<file path="config.mk">
export PLATFORM = sky130hd
export DESIGN_NAME = mfp_pwm_top
export DESIGN_NICKNAME = d
export VERILOG_FILES = /design/src/mfp_pkg.sv /design/src/mfp_pwm_top.sv
export SDC_FILE = /design/constraint.sdc
export NUM_CORES = 1
export LEC_CHECK = 0
export ABC_AREA = 1
export BUFFER_PORTS_ARGS = -buffer_cell sky130_fd_sc_hd__buf_4
export CORE_MARGIN = 10
export CORE_UTILIZATION = 45
export CTS_CLUSTER_SIZE = 14
export DETAILED_ROUTE_END_ITERATION = 10
export PLACE_DENSITY = 0.62
export REMOVE_ABC_BUFFERS = 1
export SYNTH_ARGS = -nofsm -noshare
export SYNTH_HDL_FRONTEND = slang
export SYNTH_SLANG_ARGS = --single-unit
export TNS_END_PERCENT = 50
</file>
<file path="constraint.sdc">
create_clock -name clk -period 2.6 [get_ports clk]
set_clock_uncertainty 0.2 [all_clocks]
set_input_delay 0.78 -clock clk [delete_from_list [all_inputs] [get_ports clk]]
set_output_delay 0.78 -clock clk [all_outputs]
set_load 0.005 [all_outputs]
</file>
<file path="src/mfp_pkg.sv">
// Purpose: constants, register map and carrier types of the four-channel pwm block
// Assumes: 100 MHz system clock, 32-bit APB register access
// Notes:   all timing counts derive from the named times and rates below
`default_nettype none

package mfp_pkg;

  //////////////////////////////////////////////////////////////////////////////
  // timing
  localparam int SYS_CLOCK_KHZ   = 100000;
  localparam int CLOCK_KHZ       = 20000;
  localparam int PERIOD_US       = 1000;
  localparam int PERIOD_CLOCKS   = CLOCK_KHZ * PERIOD_US / 1000;
  localparam int DUTY_SCALE      = 254;
  localparam int INTERVAL_COUNT  = PERIOD_CLOCKS / DUTY_SCALE;
  localparam int CLK_DIV         = SYS_CLOCK_KHZ / CLOCK_KHZ;
  localparam int TICK_NS         = 3900;
  localparam int TICK_SYS_CYCLES = TICK_NS * SYS_CLOCK_KHZ / 1000000;

  localparam logic [2:0] DIV_LAST        = 3'(CLK_DIV - 1);
  localparam logic [7:0] INTERVAL_RELOAD = 8'(INTERVAL_COUNT - 1);
  localparam logic [7:0] PERIOD_TICKS    = 8'(DUTY_SCALE);

  //////////////////////////////////////////////////////////////////////////////
  // register map (byte addresses)
  localparam int         ADDR_W         = 12;
  localparam int         TABLE_ENTRIES  = 8;
  localparam int         PTR_W          = 3;
  localparam logic [11:0] CTRL_OFS      = 12'h000;
  localparam logic [11:0] STATUS_OFS    = 12'h004;
  localparam logic [11:0] LAST_OFS      = 12'h008;
  localparam logic [11:0] TABLE_BASE    = 12'h200;
  localparam logic [11:0] TABLE_END     = 12'h220;

  localparam int CTRL_RUN_BIT    = 0;
  localparam int STAT_PTR_LSB    = 0;
  localparam int STAT_OUT_LSB    = 4;
  localparam int STAT_PERIOD_LSB = 8;
  localparam int STAT_RUN_BIT    = 16;

  localparam logic [2:0] LAST_RESET   = 3'h3;
  localparam logic [3:0] OUTPUT_INITIAL_VALUE = 4'h0;

  //////////////////////////////////////////////////////////////////////////////
  // duty step codes in percent
  function automatic logic [7:0] dutyCode(input int pct);
    return 8'((DUTY_SCALE * pct + 50) / 100);
  endfunction : dutyCode

  // channel 0 in the low byte of each entry
  function automatic logic [31:0] tableReset(input int idx);
    unique case (idx)
      0:       return {dutyCode(0),  dutyCode(25), dutyCode(50), dutyCode(100)};
      1:       return {dutyCode(5),  dutyCode(25), dutyCode(50), dutyCode(75)};
      2:       return {dutyCode(90), dutyCode(10), dutyCode(100), dutyCode(0)};
      3:       return {dutyCode(50), dutyCode(50), dutyCode(50), dutyCode(50)};
      default: return 32'h0000_0000;
    endcase
  endfunction : tableReset

  //////////////////////////////////////////////////////////////////////////////
  // carriers
  typedef struct packed {
    logic [ADDR_W-1:0] paddr;
    logic              psel;
    logic              penable;
    logic              pwrite;
    logic [31:0]       pwdata;
  } mfpApbReq_type;

  typedef struct packed {
    logic [31:0] prdata;
    logic        pready;
    logic        pslverr;
  } mfpApbRsp_type;

  typedef enum logic [2:0] {
    ST_IDLE = 3'h1,
    ST_ARM  = 3'h2,
    ST_RUN  = 3'h4
  } mfpRunState_type;

endpackage : mfp_pkg

`default_nettype wire

</file>
<file path="src/mfp_pwm_top.sv">
// Purpose: four multiplexed pwm outputs, 254 levels, about 1 ms period, APB control
// Assumes: 100 MHz clk, asynchronous active-low nrst, switch pin active low
// Notes:   the 20 MHz timing clock is an enable pulse from a divider of clk
//
// Summary of operation
// - a base tick is made every 3.9 us and steps all four outputs
// - the tick comes from an 8-bit interval counter
// - on each tick the prepared pattern drives the pins before anything else
// - the pattern for the following tick is computed during the interval
// - after applying, period end is checked; the switch is sampled only then
// - at period end the initial pattern and duty counts are reloaded
// - after a press the current duty set still runs one more period
// - a confirmed press at period end advances the duty table pointer
// - switch history confirms a press and rejects contact chatter
// - the nominal period is 1000 us
// - timing assumes a 20000 kHz logic clock
// - period clocks are kHz times us over 1000; interval is that over 254
// - 254 duty levels; duty gives high time in ticks from 0 to 254
// - duty step codes are (254 times percent plus 50) over 100
// - each table entry holds four duty bytes in one aligned word
// - the duty table starts at address 200H
// - the output pattern register starts at all zeros
// - between ticks the outputs stay unchanged
// - each duty counter counts down per tick; at zero its next bit goes low
// - the period counter ends on the 254th tick; full duty never goes low
// - initial pattern: zero-duty outputs low, all others high
// - the first tick after the interval counter starts is ignored
//
// The APB interface to the registers and the register addresses are this design's own decisions.
`timescale 1ns/1ns
`default_nettype none

module mfp_pwm_top (
  input  wire logic                   clk,
  input  wire logic                   nrst,
  input  wire mfp_pkg::mfpApbReq_type apbReq,
  output var  mfp_pkg::mfpApbRsp_type apbRsp,
  input  wire logic                   switchInPinN,
  output var  logic [3:0]             pwmOutPins
);
  import mfp_pkg::*;

  //////////////////////////////////////////////////////////////////////////////
  // declarations
  mfpRunState_type        runState_reg;
  logic [2:0]             divCnt_reg;
  logic                   clkEn_reg;
  logic [7:0]             intvCnt_reg;
  logic                   tickEvt_reg;
  logic                   skipFirst_reg;
  logic                   tickValid;
  logic                   procStage_reg;
  logic [7:0]             periodCnt_reg;
  logic                   periodEnd;
  logic [7:0]             dutyCnt_reg [4];
  logic [3:0]             nextBuf_reg;
  logic [3:0]             initPattern;
  logic [31:0]            stagedCodes_reg;
  logic [2:0]             swSync_reg;
  logic                   swPressed_reg;
  logic [1:0]             swHistory_reg;
  logic                   pressEvt;
  logic [PTR_W-1:0]       nextDutyPointer_reg;
  logic [PTR_W-1:0]       ptrNext;
  logic [PTR_W-1:0]       tableLast_reg;
  logic [31:0]            dutyTable_reg [TABLE_ENTRIES];
  logic                   runBit_reg;
  logic [31:0]            rdData;
  logic                   addrHit;
  logic                   apbWrite;
  logic [PTR_W-1:0]       tableIdx;

  //////////////////////////////////////////////////////////////////////////////
  // 20 MHz enable from the 100 MHz clock
  always_ff @(posedge clk or negedge nrst) begin
    if (!nrst) begin
      divCnt_reg <= 3'h0;
      clkEn_reg  <= 1'b0;
    end else if (divCnt_reg == DIV_LAST) begin
      divCnt_reg <= 3'h0;
      clkEn_reg  <= 1'b1;
    end else begin
      divCnt_reg <= 3'(divCnt_reg + 3'h1);
      clkEn_reg  <= 1'b0;
    end
  end

  //////////////////////////////////////////////////////////////////////////////
  // run control
  always_ff @(posedge clk or negedge nrst) begin
    if (!nrst) begin
      runState_reg <= ST_IDLE;
    end else begin
      unique case (runState_reg)
        ST_IDLE: if (runBit_reg) runState_reg <= ST_ARM;
        ST_ARM:  runState_reg <= ST_RUN;
        ST_RUN:  if (!runBit_reg) runState_reg <= ST_IDLE;
      endcase
    end
  end

  //////////////////////////////////////////////////////////////////////////////
  // interval counter and tick
  always_ff @(posedge clk or negedge nrst) begin
    if (!nrst) begin
      intvCnt_reg <= 8'h00;
      tickEvt_reg <= 1'b0;
    end else if (runState_reg != ST_RUN) begin
      intvCnt_reg <= INTERVAL_RELOAD;
      tickEvt_reg <= 1'b0;
    end else begin
      tickEvt_reg <= clkEn_reg && (intvCnt_reg == 8'h00);
      if (clkEn_reg) begin
        intvCnt_reg <= (intvCnt_reg == 8'h00) ? INTERVAL_RELOAD : 8'(intvCnt_reg - 8'h01);
      end
    end
  end

  // the first tick after start would come after a partial interval
  always_ff @(posedge clk or negedge nrst) begin
    if (!nrst) begin
      skipFirst_reg <= 1'b0;
    end else if (runState_reg == ST_ARM) begin
      skipFirst_reg <= 1'b1;
    end else if (tickEvt_reg) begin
      skipFirst_reg <= 1'b0;
    end
  end

  // a tick registered in the last run cycle must not step the pins after stop
  assign tickValid = tickEvt_reg && !skipFirst_reg && (runState_reg == ST_RUN);

  // processing runs one cycle after the pins are driven, never before
  always_ff @(posedge clk or negedge nrst) begin
    if (!nrst) begin
      procStage_reg <= 1'b0;
    end else begin
      procStage_reg <= tickValid;
    end
  end

  //////////////////////////////////////////////////////////////////////////////
  // output pins
  always_ff @(posedge clk or negedge nrst) begin
    if (!nrst) begin
      pwmOutPins <= OUTPUT_INITIAL_VALUE;
    end else if (runState_reg == ST_IDLE) begin
      pwmOutPins <= OUTPUT_INITIAL_VALUE;
    end else if (tickValid) begin
      pwmOutPins <= nextBuf_reg;
    end
  end

  //////////////////////////////////////////////////////////////////////////////
  // period counter
  assign periodEnd = procStage_reg && (periodCnt_reg == 8'h01);

  always_ff @(posedge clk or negedge nrst) begin
    if (!nrst) begin
      periodCnt_reg <= 8'h00;
    end else if (runState_reg == ST_ARM) begin
      periodCnt_reg <= PERIOD_TICKS;
    end else if (periodEnd) begin
      periodCnt_reg <= PERIOD_TICKS;
    end else if (procStage_reg) begin
      periodCnt_reg <= 8'(periodCnt_reg - 8'h01);
    end
  end

  //////////////////////////////////////////////////////////////////////////////
  // per-channel duty counters and next pattern bits
  for (genvar ch = 0; ch < 4; ch++) begin : gChannel
    assign initPattern[ch] = |stagedCodes_reg[ch*8 +: 8];

    always_ff @(posedge clk or negedge nrst) begin
      if (!nrst) begin
        dutyCnt_reg[ch] <= 8'h00;
      end else if (runState_reg == ST_ARM || periodEnd) begin
        dutyCnt_reg[ch] <= stagedCodes_reg[ch*8 +: 8];
      end else if (procStage_reg && dutyCnt_reg[ch] != 8'h00) begin
        dutyCnt_reg[ch] <= 8'(dutyCnt_reg[ch] - 8'h01);
      end
    end

    // period end wins over the zero crossing, so a full-scale duty stays high
    always_ff @(posedge clk or negedge nrst) begin
      if (!nrst) begin
        nextBuf_reg[ch] <= 1'b0;
      end else if (runState_reg == ST_IDLE) begin
        nextBuf_reg[ch] <= OUTPUT_INITIAL_VALUE[ch];
      end else if (runState_reg == ST_ARM || periodEnd) begin
        nextBuf_reg[ch] <= initPattern[ch];
      end else if (procStage_reg && dutyCnt_reg[ch] == 8'h01) begin
        nextBuf_reg[ch] <= 1'b0;
      end
    end
  end

  //////////////////////////////////////////////////////////////////////////////
  // switch: three-stage synchroniser, then history sampled at period ends
  always_ff @(posedge clk or negedge nrst) begin
    if (!nrst) begin
      swSync_reg    <= 3'h7;
      swPressed_reg <= 1'b0;
    end else begin
      swSync_reg <= {swSync_reg[1:0], switchInPinN};
      if (swSync_reg[1] == swSync_reg[2]) begin
        swPressed_reg <= ~swSync_reg[2];
      end
    end
  end

  // a press must be seen at two period ends in a row after a release
  always_ff @(posedge clk or negedge nrst) begin
    if (!nrst) begin
      swHistory_reg <= 2'h0;
    end else if (periodEnd) begin
      swHistory_reg <= {swHistory_reg[0], swPressed_reg};
    end
  end

  assign pressEvt = periodEnd && ({swHistory_reg, swPressed_reg} == 3'h3);

  //////////////////////////////////////////////////////////////////////////////
  // duty pointer and staged codes
  always_comb begin
    ptrNext = nextDutyPointer_reg;
    if (pressEvt) begin
      if (nextDutyPointer_reg == tableLast_reg) begin
        ptrNext = '0;
      end else begin
        ptrNext = PTR_W'(nextDutyPointer_reg + 1'b1);
      end
    end
  end

  always_ff @(posedge clk or negedge nrst) begin
    if (!nrst) begin
      nextDutyPointer_reg <= '0;
    end else begin
      nextDutyPointer_reg <= ptrNext;
    end
  end

  // staged codes follow the pointer on the same edge; the duty counters lag it by one period
  always_ff @(posedge clk or negedge nrst) begin
    if (!nrst) begin
      stagedCodes_reg <= 32'h0000_0000;
    end else if (runState_reg == ST_IDLE) begin
      stagedCodes_reg <= dutyTable_reg[nextDutyPointer_reg];
    end else if (periodEnd) begin
      stagedCodes_reg <= dutyTable_reg[ptrNext];
    end
  end

  //////////////////////////////////////////////////////////////////////////////
  // APB slave, one wait state on every access
  assign tableIdx = apbReq.paddr[PTR_W+1:2];
  assign apbWrite = apbReq.psel && apbReq.penable && apbRsp.pready && apbReq.pwrite && addrHit;

  always_comb begin
    rdData  = 32'h0000_0000;
    addrHit = 1'b0;
    if (apbReq.paddr[1:0] == 2'h0) begin
      if (apbReq.paddr == CTRL_OFS) begin
        addrHit               = 1'b1;
        rdData[CTRL_RUN_BIT]  = runBit_reg;
      end else if (apbReq.paddr == STATUS_OFS) begin
        addrHit = 1'b1;
        rdData[STAT_PTR_LSB +: PTR_W]  = nextDutyPointer_reg;
        rdData[STAT_OUT_LSB +: 4]      = pwmOutPins;
        rdData[STAT_PERIOD_LSB +: 8]   = periodCnt_reg;
        rdData[STAT_RUN_BIT]           = (runState_reg == ST_RUN);
      end else if (apbReq.paddr == LAST_OFS) begin
        addrHit              = 1'b1;
        rdData[PTR_W-1:0]    = tableLast_reg;
      end else if (apbReq.paddr >= TABLE_BASE && apbReq.paddr < TABLE_END) begin
        addrHit = 1'b1;
        rdData  = dutyTable_reg[tableIdx];
      end
    end
  end

  always_ff @(posedge clk or negedge nrst) begin
    if (!nrst) begin
      apbRsp <= '0;
    end else if (apbReq.psel && apbReq.penable && !apbRsp.pready) begin
      apbRsp.pready  <= 1'b1;
      apbRsp.pslverr <= !addrHit;
      apbRsp.prdata  <= apbReq.pwrite ? 32'h0000_0000 : rdData;
    end else begin
      apbRsp.pready  <= 1'b0;
      apbRsp.pslverr <= 1'b0;
    end
  end

  always_ff @(posedge clk or negedge nrst) begin
    if (!nrst) begin
      runBit_reg    <= 1'b0;
      tableLast_reg <= LAST_RESET;
    end else if (apbWrite && apbReq.paddr == CTRL_OFS) begin
      runBit_reg <= apbReq.pwdata[CTRL_RUN_BIT];
    end else if (apbWrite && apbReq.paddr == LAST_OFS) begin
      tableLast_reg <= apbReq.pwdata[PTR_W-1:0];
    end
  end

  // table words can be rewritten while running; the change shows at a period end
  always_ff @(posedge clk or negedge nrst) begin
    if (!nrst) begin
      for (int i = 0; i < TABLE_ENTRIES; i++) begin
        dutyTable_reg[i] <= tableReset(i);
      end
    end else if (apbWrite && apbReq.paddr >= TABLE_BASE && apbReq.paddr < TABLE_END) begin
      dutyTable_reg[tableIdx] <= apbReq.pwdata;
    end
  end

  //////////////////////////////////////////////////////////////////////////////
  // checks
  logic [15:0] tickGap_reg;
  logic        tickSeen_reg;

  always_ff @(posedge clk or negedge nrst) begin
    if (!nrst) begin
      tickGap_reg  <= 16'h0000;
      tickSeen_reg <= 1'b0;
    end else if (runState_reg != ST_RUN) begin
      tickGap_reg  <= 16'h0000;
      tickSeen_reg <= 1'b0;
    end else if (tickEvt_reg) begin
      tickGap_reg  <= 16'h0000;
      tickSeen_reg <= 1'b1;
    end else if (tickGap_reg != 16'hFFFF) begin
      tickGap_reg <= 16'(tickGap_reg + 16'h0001);
    end
  end
endmodule : mfp_pwm_top

`default_nettype wire

</file>
* Word level (Yosys, flattened, before mapping)
Cells that the tools add are included.
Word-level totals: register bits after elaboration 401, input port bits 50, output and inout bits 38, word-level logic and storage cells 194
Operators by class: $add $sub $neg 8, magnitude comparators 6, equal/unequal tests 17, multiplexer cells 69, bitwise logic cells 5, reductions and logical operators 54
Operators with widths (count):
- $mux 32 | 12
- $bmux 32 s3 | 3
- $bwmux 256 | 1
- $mux 8 | 14
- $demux 32 s3 | 1
- $sub 8x1->8 const B | 6
- $eq 8x1->1 const B | 5
- $reduce_bool 8->1 | 4
- $reduce_or 8->1 | 4
- $mux 31 | 1
- $mux 29 | 1
- $logic_and 1x1->1 | 24
- $mux 1 | 23
- $mux 3 | 7
- $reduce_bool 2->1 | 8
- $mux 15 | 1
- $reduce_bool 3->1 | 5
- $mux 13 | 1
- $eq 12x3->1 const B | 1
- $eq 12x4->1 const B | 1
- $ge 12x10->1 const B | 1
- $ge 4x4->1 const B | 3
- $logic_not 12->1 | 1
- $lt 12x10->1 const B | 1
- other kinds (19) | 30

* Logic depth before layout (Yosys ltp)
word-level depth 11, mapped depth 15, depth with buffers taken out 13

* Worst setup path after synthesis
Ideal clock, no wire load.
path kind input-to-reg, from in apbReq[36] (netlist name), to reg dutyTable_reg[123] (netlist name), library setup time 0.128 ns, arrival time 2.282 ns, data required time 2.272 ns, slack -0.011 ns, cell stages on the path 12, path buffers 1, cell sequence or2_4 -> nor4_1 -> nand2_1 -> inv_2 -> nand2_2 -> o21ai_2 -> nand2_4 -> nor2_8 -> nand2_4 -> buf_4 -> nand2_1 -> o21ai_0
On the way: cells in the longest elaborated chain, start to end 10, elaborated cells on any way between the ends 15, classes of those cells 2 x order compare; 2 x eq/ne; 5 x mux; 6 x reduce/logical
Ends and longest elaborated chain:
- start: declaration | RTL line mfp_pwm_top.sv:36 | input wire mfp_pkg::mfpApbReq_type apbReq,
- $ge 12x10->1 / $lt 12x10->1 (equally long branches) | RTL line mfp_pwm_top.sv:277, mfp_pwm_top.sv:314
- $logic_and 1x1->1 | RTL line mfp_pwm_top.sv:277 | end else if (apbReq.paddr >= TABLE_BASE && apbReq.paddr < TABLE_END) begin
- $mux 1 | RTL line mfp_pwm_top.sv:277
- $mux 1 | RTL line mfp_pwm_top.sv:274 | end else if (apbReq.paddr == LAST_OFS) begin
- $mux 1 | RTL line mfp_pwm_top.sv:268 | end else if (apbReq.paddr == STATUS_OFS) begin
- $mux 1 | RTL line mfp_pwm_top.sv:265 | if (apbReq.paddr == CTRL_OFS) begin
- $mux 1 | RTL line mfp_pwm_top.sv:264 | if (apbReq.paddr[1:0] == 2'h0) begin
- $logic_and 1x1->1 | RTL line mfp_pwm_top.sv:259 | assign apbWrite = apbReq.psel && apbReq.penable && apbRsp.pready && apbReq.pwrite && addrHit;
- $logic_and 1x1->1 | RTL line mfp_pwm_top.sv:314 | end else if (apbWrite && apbReq.paddr >= TABLE_BASE && apbReq.paddr < TABLE_END) begin
- $logic_and 1x1->1 (*) | RTL line mfp_pwm_top.sv:314
- end signal: indexed assignment | RTL line mfp_pwm_top.sv:312 | dutyTable_reg[i] <= tableReset(i);
- end signal: indexed assignment | RTL line mfp_pwm_top.sv:315 | dutyTable_reg[tableIdx] <= apbReq.pwdata;
- end: declaration | RTL line mfp_pwm_top.sv:66 | logic [31:0] dutyTable_reg [TABLE_ENTRIES];
Mark *: on every way between the ends. The rest lies on a longest branch, timed or not. A chain may end at the register's enable or synchronous reset.

* Final worst setup path
from reg nextDutyPointer_reg[1], to reg stagedCodes_reg[8]
On the way: cells in the longest elaborated chain, start to end 9, elaborated cells on any way between the ends 14, classes of those cells 1 x add/sub; 1 x eq/ne; 10 x mux; 2 x bitwise
Ends and longest elaborated chain:
- start: declaration | RTL line mfp_pwm_top.sv:63 | logic [PTR_W-1:0] nextDutyPointer_reg;
- start signal: assignment | RTL line mfp_pwm_top.sv:241 | nextDutyPointer_reg <= ptrNext;
- $add 3x1->3 / $eq 3x3->1 (equally long branches) | RTL line mfp_pwm_top.sv:232, mfp_pwm_top.sv:229
- $mux 3 | RTL line mfp_pwm_top.sv:229 | if (nextDutyPointer_reg == tableLast_reg) begin
- $mux 3 | RTL line mfp_pwm_top.sv:228 | if (pressEvt) begin
- $not 3->4 (not written as such) | RTL line mfp_pwm_top.sv:252 | stagedCodes_reg <= dutyTable_reg[ptrNext];
- $bmux 32 s3 | RTL line mfp_pwm_top.sv:252
- $mux 32 (not written as such) (2 in series) | RTL line mfp_pwm_top.sv:252
- $mux 32 | RTL line mfp_pwm_top.sv:251 | end else if (periodEnd) begin
- $mux 32 (*) | RTL line mfp_pwm_top.sv:249 | end else if (runState_reg == ST_IDLE) begin
- end signal: assignment | RTL line mfp_pwm_top.sv:250 | stagedCodes_reg <= dutyTable_reg[nextDutyPointer_reg];
- end signal: assignment | RTL line mfp_pwm_top.sv:252
- end: declaration | RTL line mfp_pwm_top.sv:58 | logic [31:0] stagedCodes_reg;
Mark *: on every way between the ends. The rest lies on a longest branch, timed or not. The select of a mux whose other input is x is not followed.

==> impl_metrics.env <==
export IMPL_crit_path_start="nextDutyPointer_reg[1]$_DFF_PN0_"
export IMPL_core_area_mm2=0.05234
export IMPL_post_route_period_util_pct=98.07
export IMPL_worst_pin_slew_ps=718.8
export IMPL_cp_required_ps=2920
export IMPL_drc=0
export IMPL_cts_buffers=47
export IMPL_ys_flop_type="dfrtp_1"
export IMPL_cts_path_max_buffers=3
export IMPL_via_count=24210
export IMPL_ff2ff_setup_slack_ps=50
export IMPL_path_class="flop to flop"
export IMPL_clockRootBuffer="clkbuf_16"
export IMPL_antenna_found_initial=1
export IMPL_cp_cell_sequence="buf_12 -> inv_2 -> buf_12 -> a21oi_1 -> o21ai_0 -> nand3_1 -> nand3_1 -> nand2_1 -> inv_1 -> a21oi_2"
export IMPL_routed_wl_um=90850
export IMPL_drive_gt1_share_pct=14.10
export IMPL_end_kind="flop"
export IMPL_synthCells=3220
export IMPL_ys_seq_area_share_pct=42.77
export IMPL_worst_ep_arrival_time_ps=2870
export IMPL_cts_sinks=401
export IMPL_yosys_warnings=0
export IMPL_synth_avg_cell_area_um2=7.360
export IMPL_cp_max_fo=59
export IMPL_insertion_delay_ps=600
export IMPL_report_final_setup_viol=0
export IMPL_synth_area_mm2=0.02370
export IMPL_h_tree_depth=2
export IMPL_timing_rr_start="nextDutyPointer_reg[1]$_DFF_PN0_"
export IMPL_slowest_delay_ps=440
export IMPL_setup_ws_ps=50.16
export IMPL_firstDrtPassIters=6
export IMPL_wl_per_cell_um=22.51
export IMPL_grt_pass1_wl_um=138900
export IMPL_cts_tree="yes"
export IMPL_yosys_area_top_type="dfrtp_1"
export IMPL_grt_usage_pct=27.83
export IMPL_powerDensity_mw_per_mm2=502.5
export IMPL_gp_congestion=0.9207
export IMPL_area_delta_synth_final_pct=18.49
export IMPL_ys_ff_latch=401
export IMPL_ant_nets=0
export IMPL_yosys_area_top_type_share_pct=33.68
export IMPL_drv_cap=0
export IMPL_grt_pass1_vias=23570
export IMPL_cp_slowest_cell="dfrtp_2"
export IMPL_yosysUniqueCellTypes=46
export IMPL_start_kind="flop"
export IMPL_io_buffers=87
export IMPL_overflow=0
export IMPL_vdd_ir_drop_max_mv=0.4950
export IMPL_pre_cts_ws_ps=-172.5
export IMPL_start_util_pct=45.28
export IMPL_fp_dieH_um=249.5
export IMPL_clk_pin_slew_ps=60
export IMPL_ys_async_sr_fraction_pct=100.0
export IMPL_die_area_mm2=0.06225
export IMPL_grt_max_degree=106
export IMPL_die_w_um=249.5
export IMPL_vias_per_cell=5.999
export IMPL_r2r_cells=10
export IMPL_run_status="finished, final reports clean"
export IMPL_finalNetCount=3379
export IMPL_diodes=0
export IMPL_rr_endpoint="stagedCodes_reg[8]$_DFFE_PN0P_"
export IMPL_p_total_w=0.01411
export IMPL_hpwlAfterDp_um=57630
export IMPL_min_period_ps=2550
export IMPL_final_max_slew_violation_count=0
export IMPL_max_slew_margin_pct=52.08
export IMPL_crit_end="stagedCodes_reg[8]$_DFFE_PN0P_"
export IMPL_largest_reg_flops=256
export IMPL_power_leakage_nw=12.58
export IMPL_whs_ps=103.0
export IMPL_max_freq_mhz=392.2
export IMPL_row_count=84
export IMPL_hp_class="input port to flop"
export IMPL_netlist_top_cells_area="dfrtp_1 (34%), nand3_1 (11%), o21ai_0 (9.6%)"
export IMPL_hold_viol=0
export IMPL_synth_edf_count=0
export IMPL_fin_util_pct=53.66
export IMPL_pin_count=88
export IMPL_first_iter_violations=3060
==> logic make-up (layout without fill, tap and decap cells) <==
group / Yosys count / in the layout / share of synthesized area (%)
fa+ha+maj: 19 / 19 / 1.003
buf+inv: 638 / 765 / 11.64
simple gates: 1293 / 1294 / 24.06
flops: 401 / 401 / 42.77
compound gates: 845 / 845 / 19.63
xor+xnor: 24 / 24 / 0.8869
==> metrics by stage <==
step | instance area (um2) | setup TNS, ps | std cells
floorplan | 22500 | -282840 | 2996
global placement | 26060 | -31050 | 3937
detailed placement | 26060 | -34820 | 3937
CTS | 27730 | 0 | 4025
global route | 28080 | -223.8 | 4036
finish | 28080 | 0 | 4036
==> report_power, final <==
part / switching [W] / internal, W
Sequential: 0.00000564 / 0.00626
Clock: 0.00279 / 0.00432
Combinational: 0.000499 / 0.000238
Total: 0.00329 / 0.0108
==> layer usage <==
layer	track usage (%)	part of all wire, %	vias to the layer above
met5	0	0.014	-
met4	10.44	3.6	2
met3	5.958	10	269
met2	44.54	46	1336
met1	36.32	41	11610
li1	-	-	10990
==> area by class of cell <==
cell class / count / area, um2
Clock buffer: 71 / 1409
Clock inverter: 16 / 230.2
Fill cell: 4974 / 24260
Inverter: 414 / 1555
Multi-Input combinational cell: 2182 / 10950
Sequential cell: 401 / 10140
Tap cell: 688 / 860.8
Timing Repair Buffer: 264 / 2933
==> synthesized netlist by cell type, types with 7 or more instances <==
cell type	instances
a22o_1	12
buf_2	42
buf_4	7
o21ai_1	26
dfrtp_1	319
dfstp_2	82
o211ai_1	19
nor4_1	9
nor3_1	16
o221ai_1	43
nand2_1	591
nand2_4	9
a221oi_1	8
buf_1	33
a21oi_1	218
buf_6	38
nor2_1	113
inv_1	404
a31oi_1	18
o22ai_1	22
nand3_1	536
a211oi_1	7
o21ai_0	454
xor2_1	10
ha_1	19
a2111oi_0	9
clkbuf_1	104
xnor2_1	14
==> how the worst min path moves through the flow <==
stage,from,endpoint,slack (ps),depth (start not counted)
finish,switchInPinN,swSync_reg[0]$_DFF_PN1_,100,1
global route,switchInPinN,swSync_reg[0]$_DFF_PN1_,80,1
CTS,switchInPinN,swSync_reg[0]$_DFF_PN1_,80,1
detailed placement,swSync_reg[0]$_DFF_PN1_,swSync_reg[1]$_DFF_PN1_,150,0
global placement,swSync_reg[0]$_DFF_PN1_,swSync_reg[1]$_DFF_PN1_,150,0
floorplan,swSync_reg[0]$_DFF_PN1_,swSync_reg[1]$_DFF_PN1_,150,0
==> timing repair <==
action                                  CTS  global route
pin swaps                                 0             3
endpoints found under the setup margin    3            32
resized for setup                         4            29
setup buffers                             0             1
endpoints found under the hold margin    19             0
cloned                                    0            10
hold buffers                              1             0
==> layout by cell type (no fill, tap or decap), types with 7 or more instances in the layout <==
| cell | n |
|---|---|
| o221ai_1 | 43 |
| nor4_1 | 9 |
| buf_12 | 60 |
| ha_1 | 18 |
| nand2_4 | 12 |
| a221oi_1 | 8 |
| nor2_1 | 110 |
| nand3_1 | 526 |
| xnor2_1 | 14 |
| o21ai_0 | 454 |
| buf_4 | 186 |
| nor3_1 | 16 |
| inv_1 | 402 |
| clkbuf_16 | 57 |
| a21oi_1 | 215 |
| a211oi_1 | 7 |
| xor2_1 | 10 |
| a31oi_1 | 18 |
| a22o_1 | 12 |
| dfstp_2 | 82 |
| inv_2 | 7 |
| clkinv_2 | 11 |
| a2111oi_0 | 9 |
| clkbuf_8 | 10 |
| nand3_2 | 10 |
| nand2_1 | 586 |
| o22ai_1 | 22 |
| clkbuf_1 | 12 |
| o21ai_1 | 25 |
| dfrtp_1 | 317 |
| o211ai_1 | 19 |
==> critical path, delay by kind of cell, from the launching register on <==
family,cells,cell delay [ps]
flip-flops,1,440
AND/OR/NAND/NOR,3,440
buffers and inverters,4,980
AO/OA/AOI/OAI,3,340
Note: power is estimated with default switching activity, not from simulation.
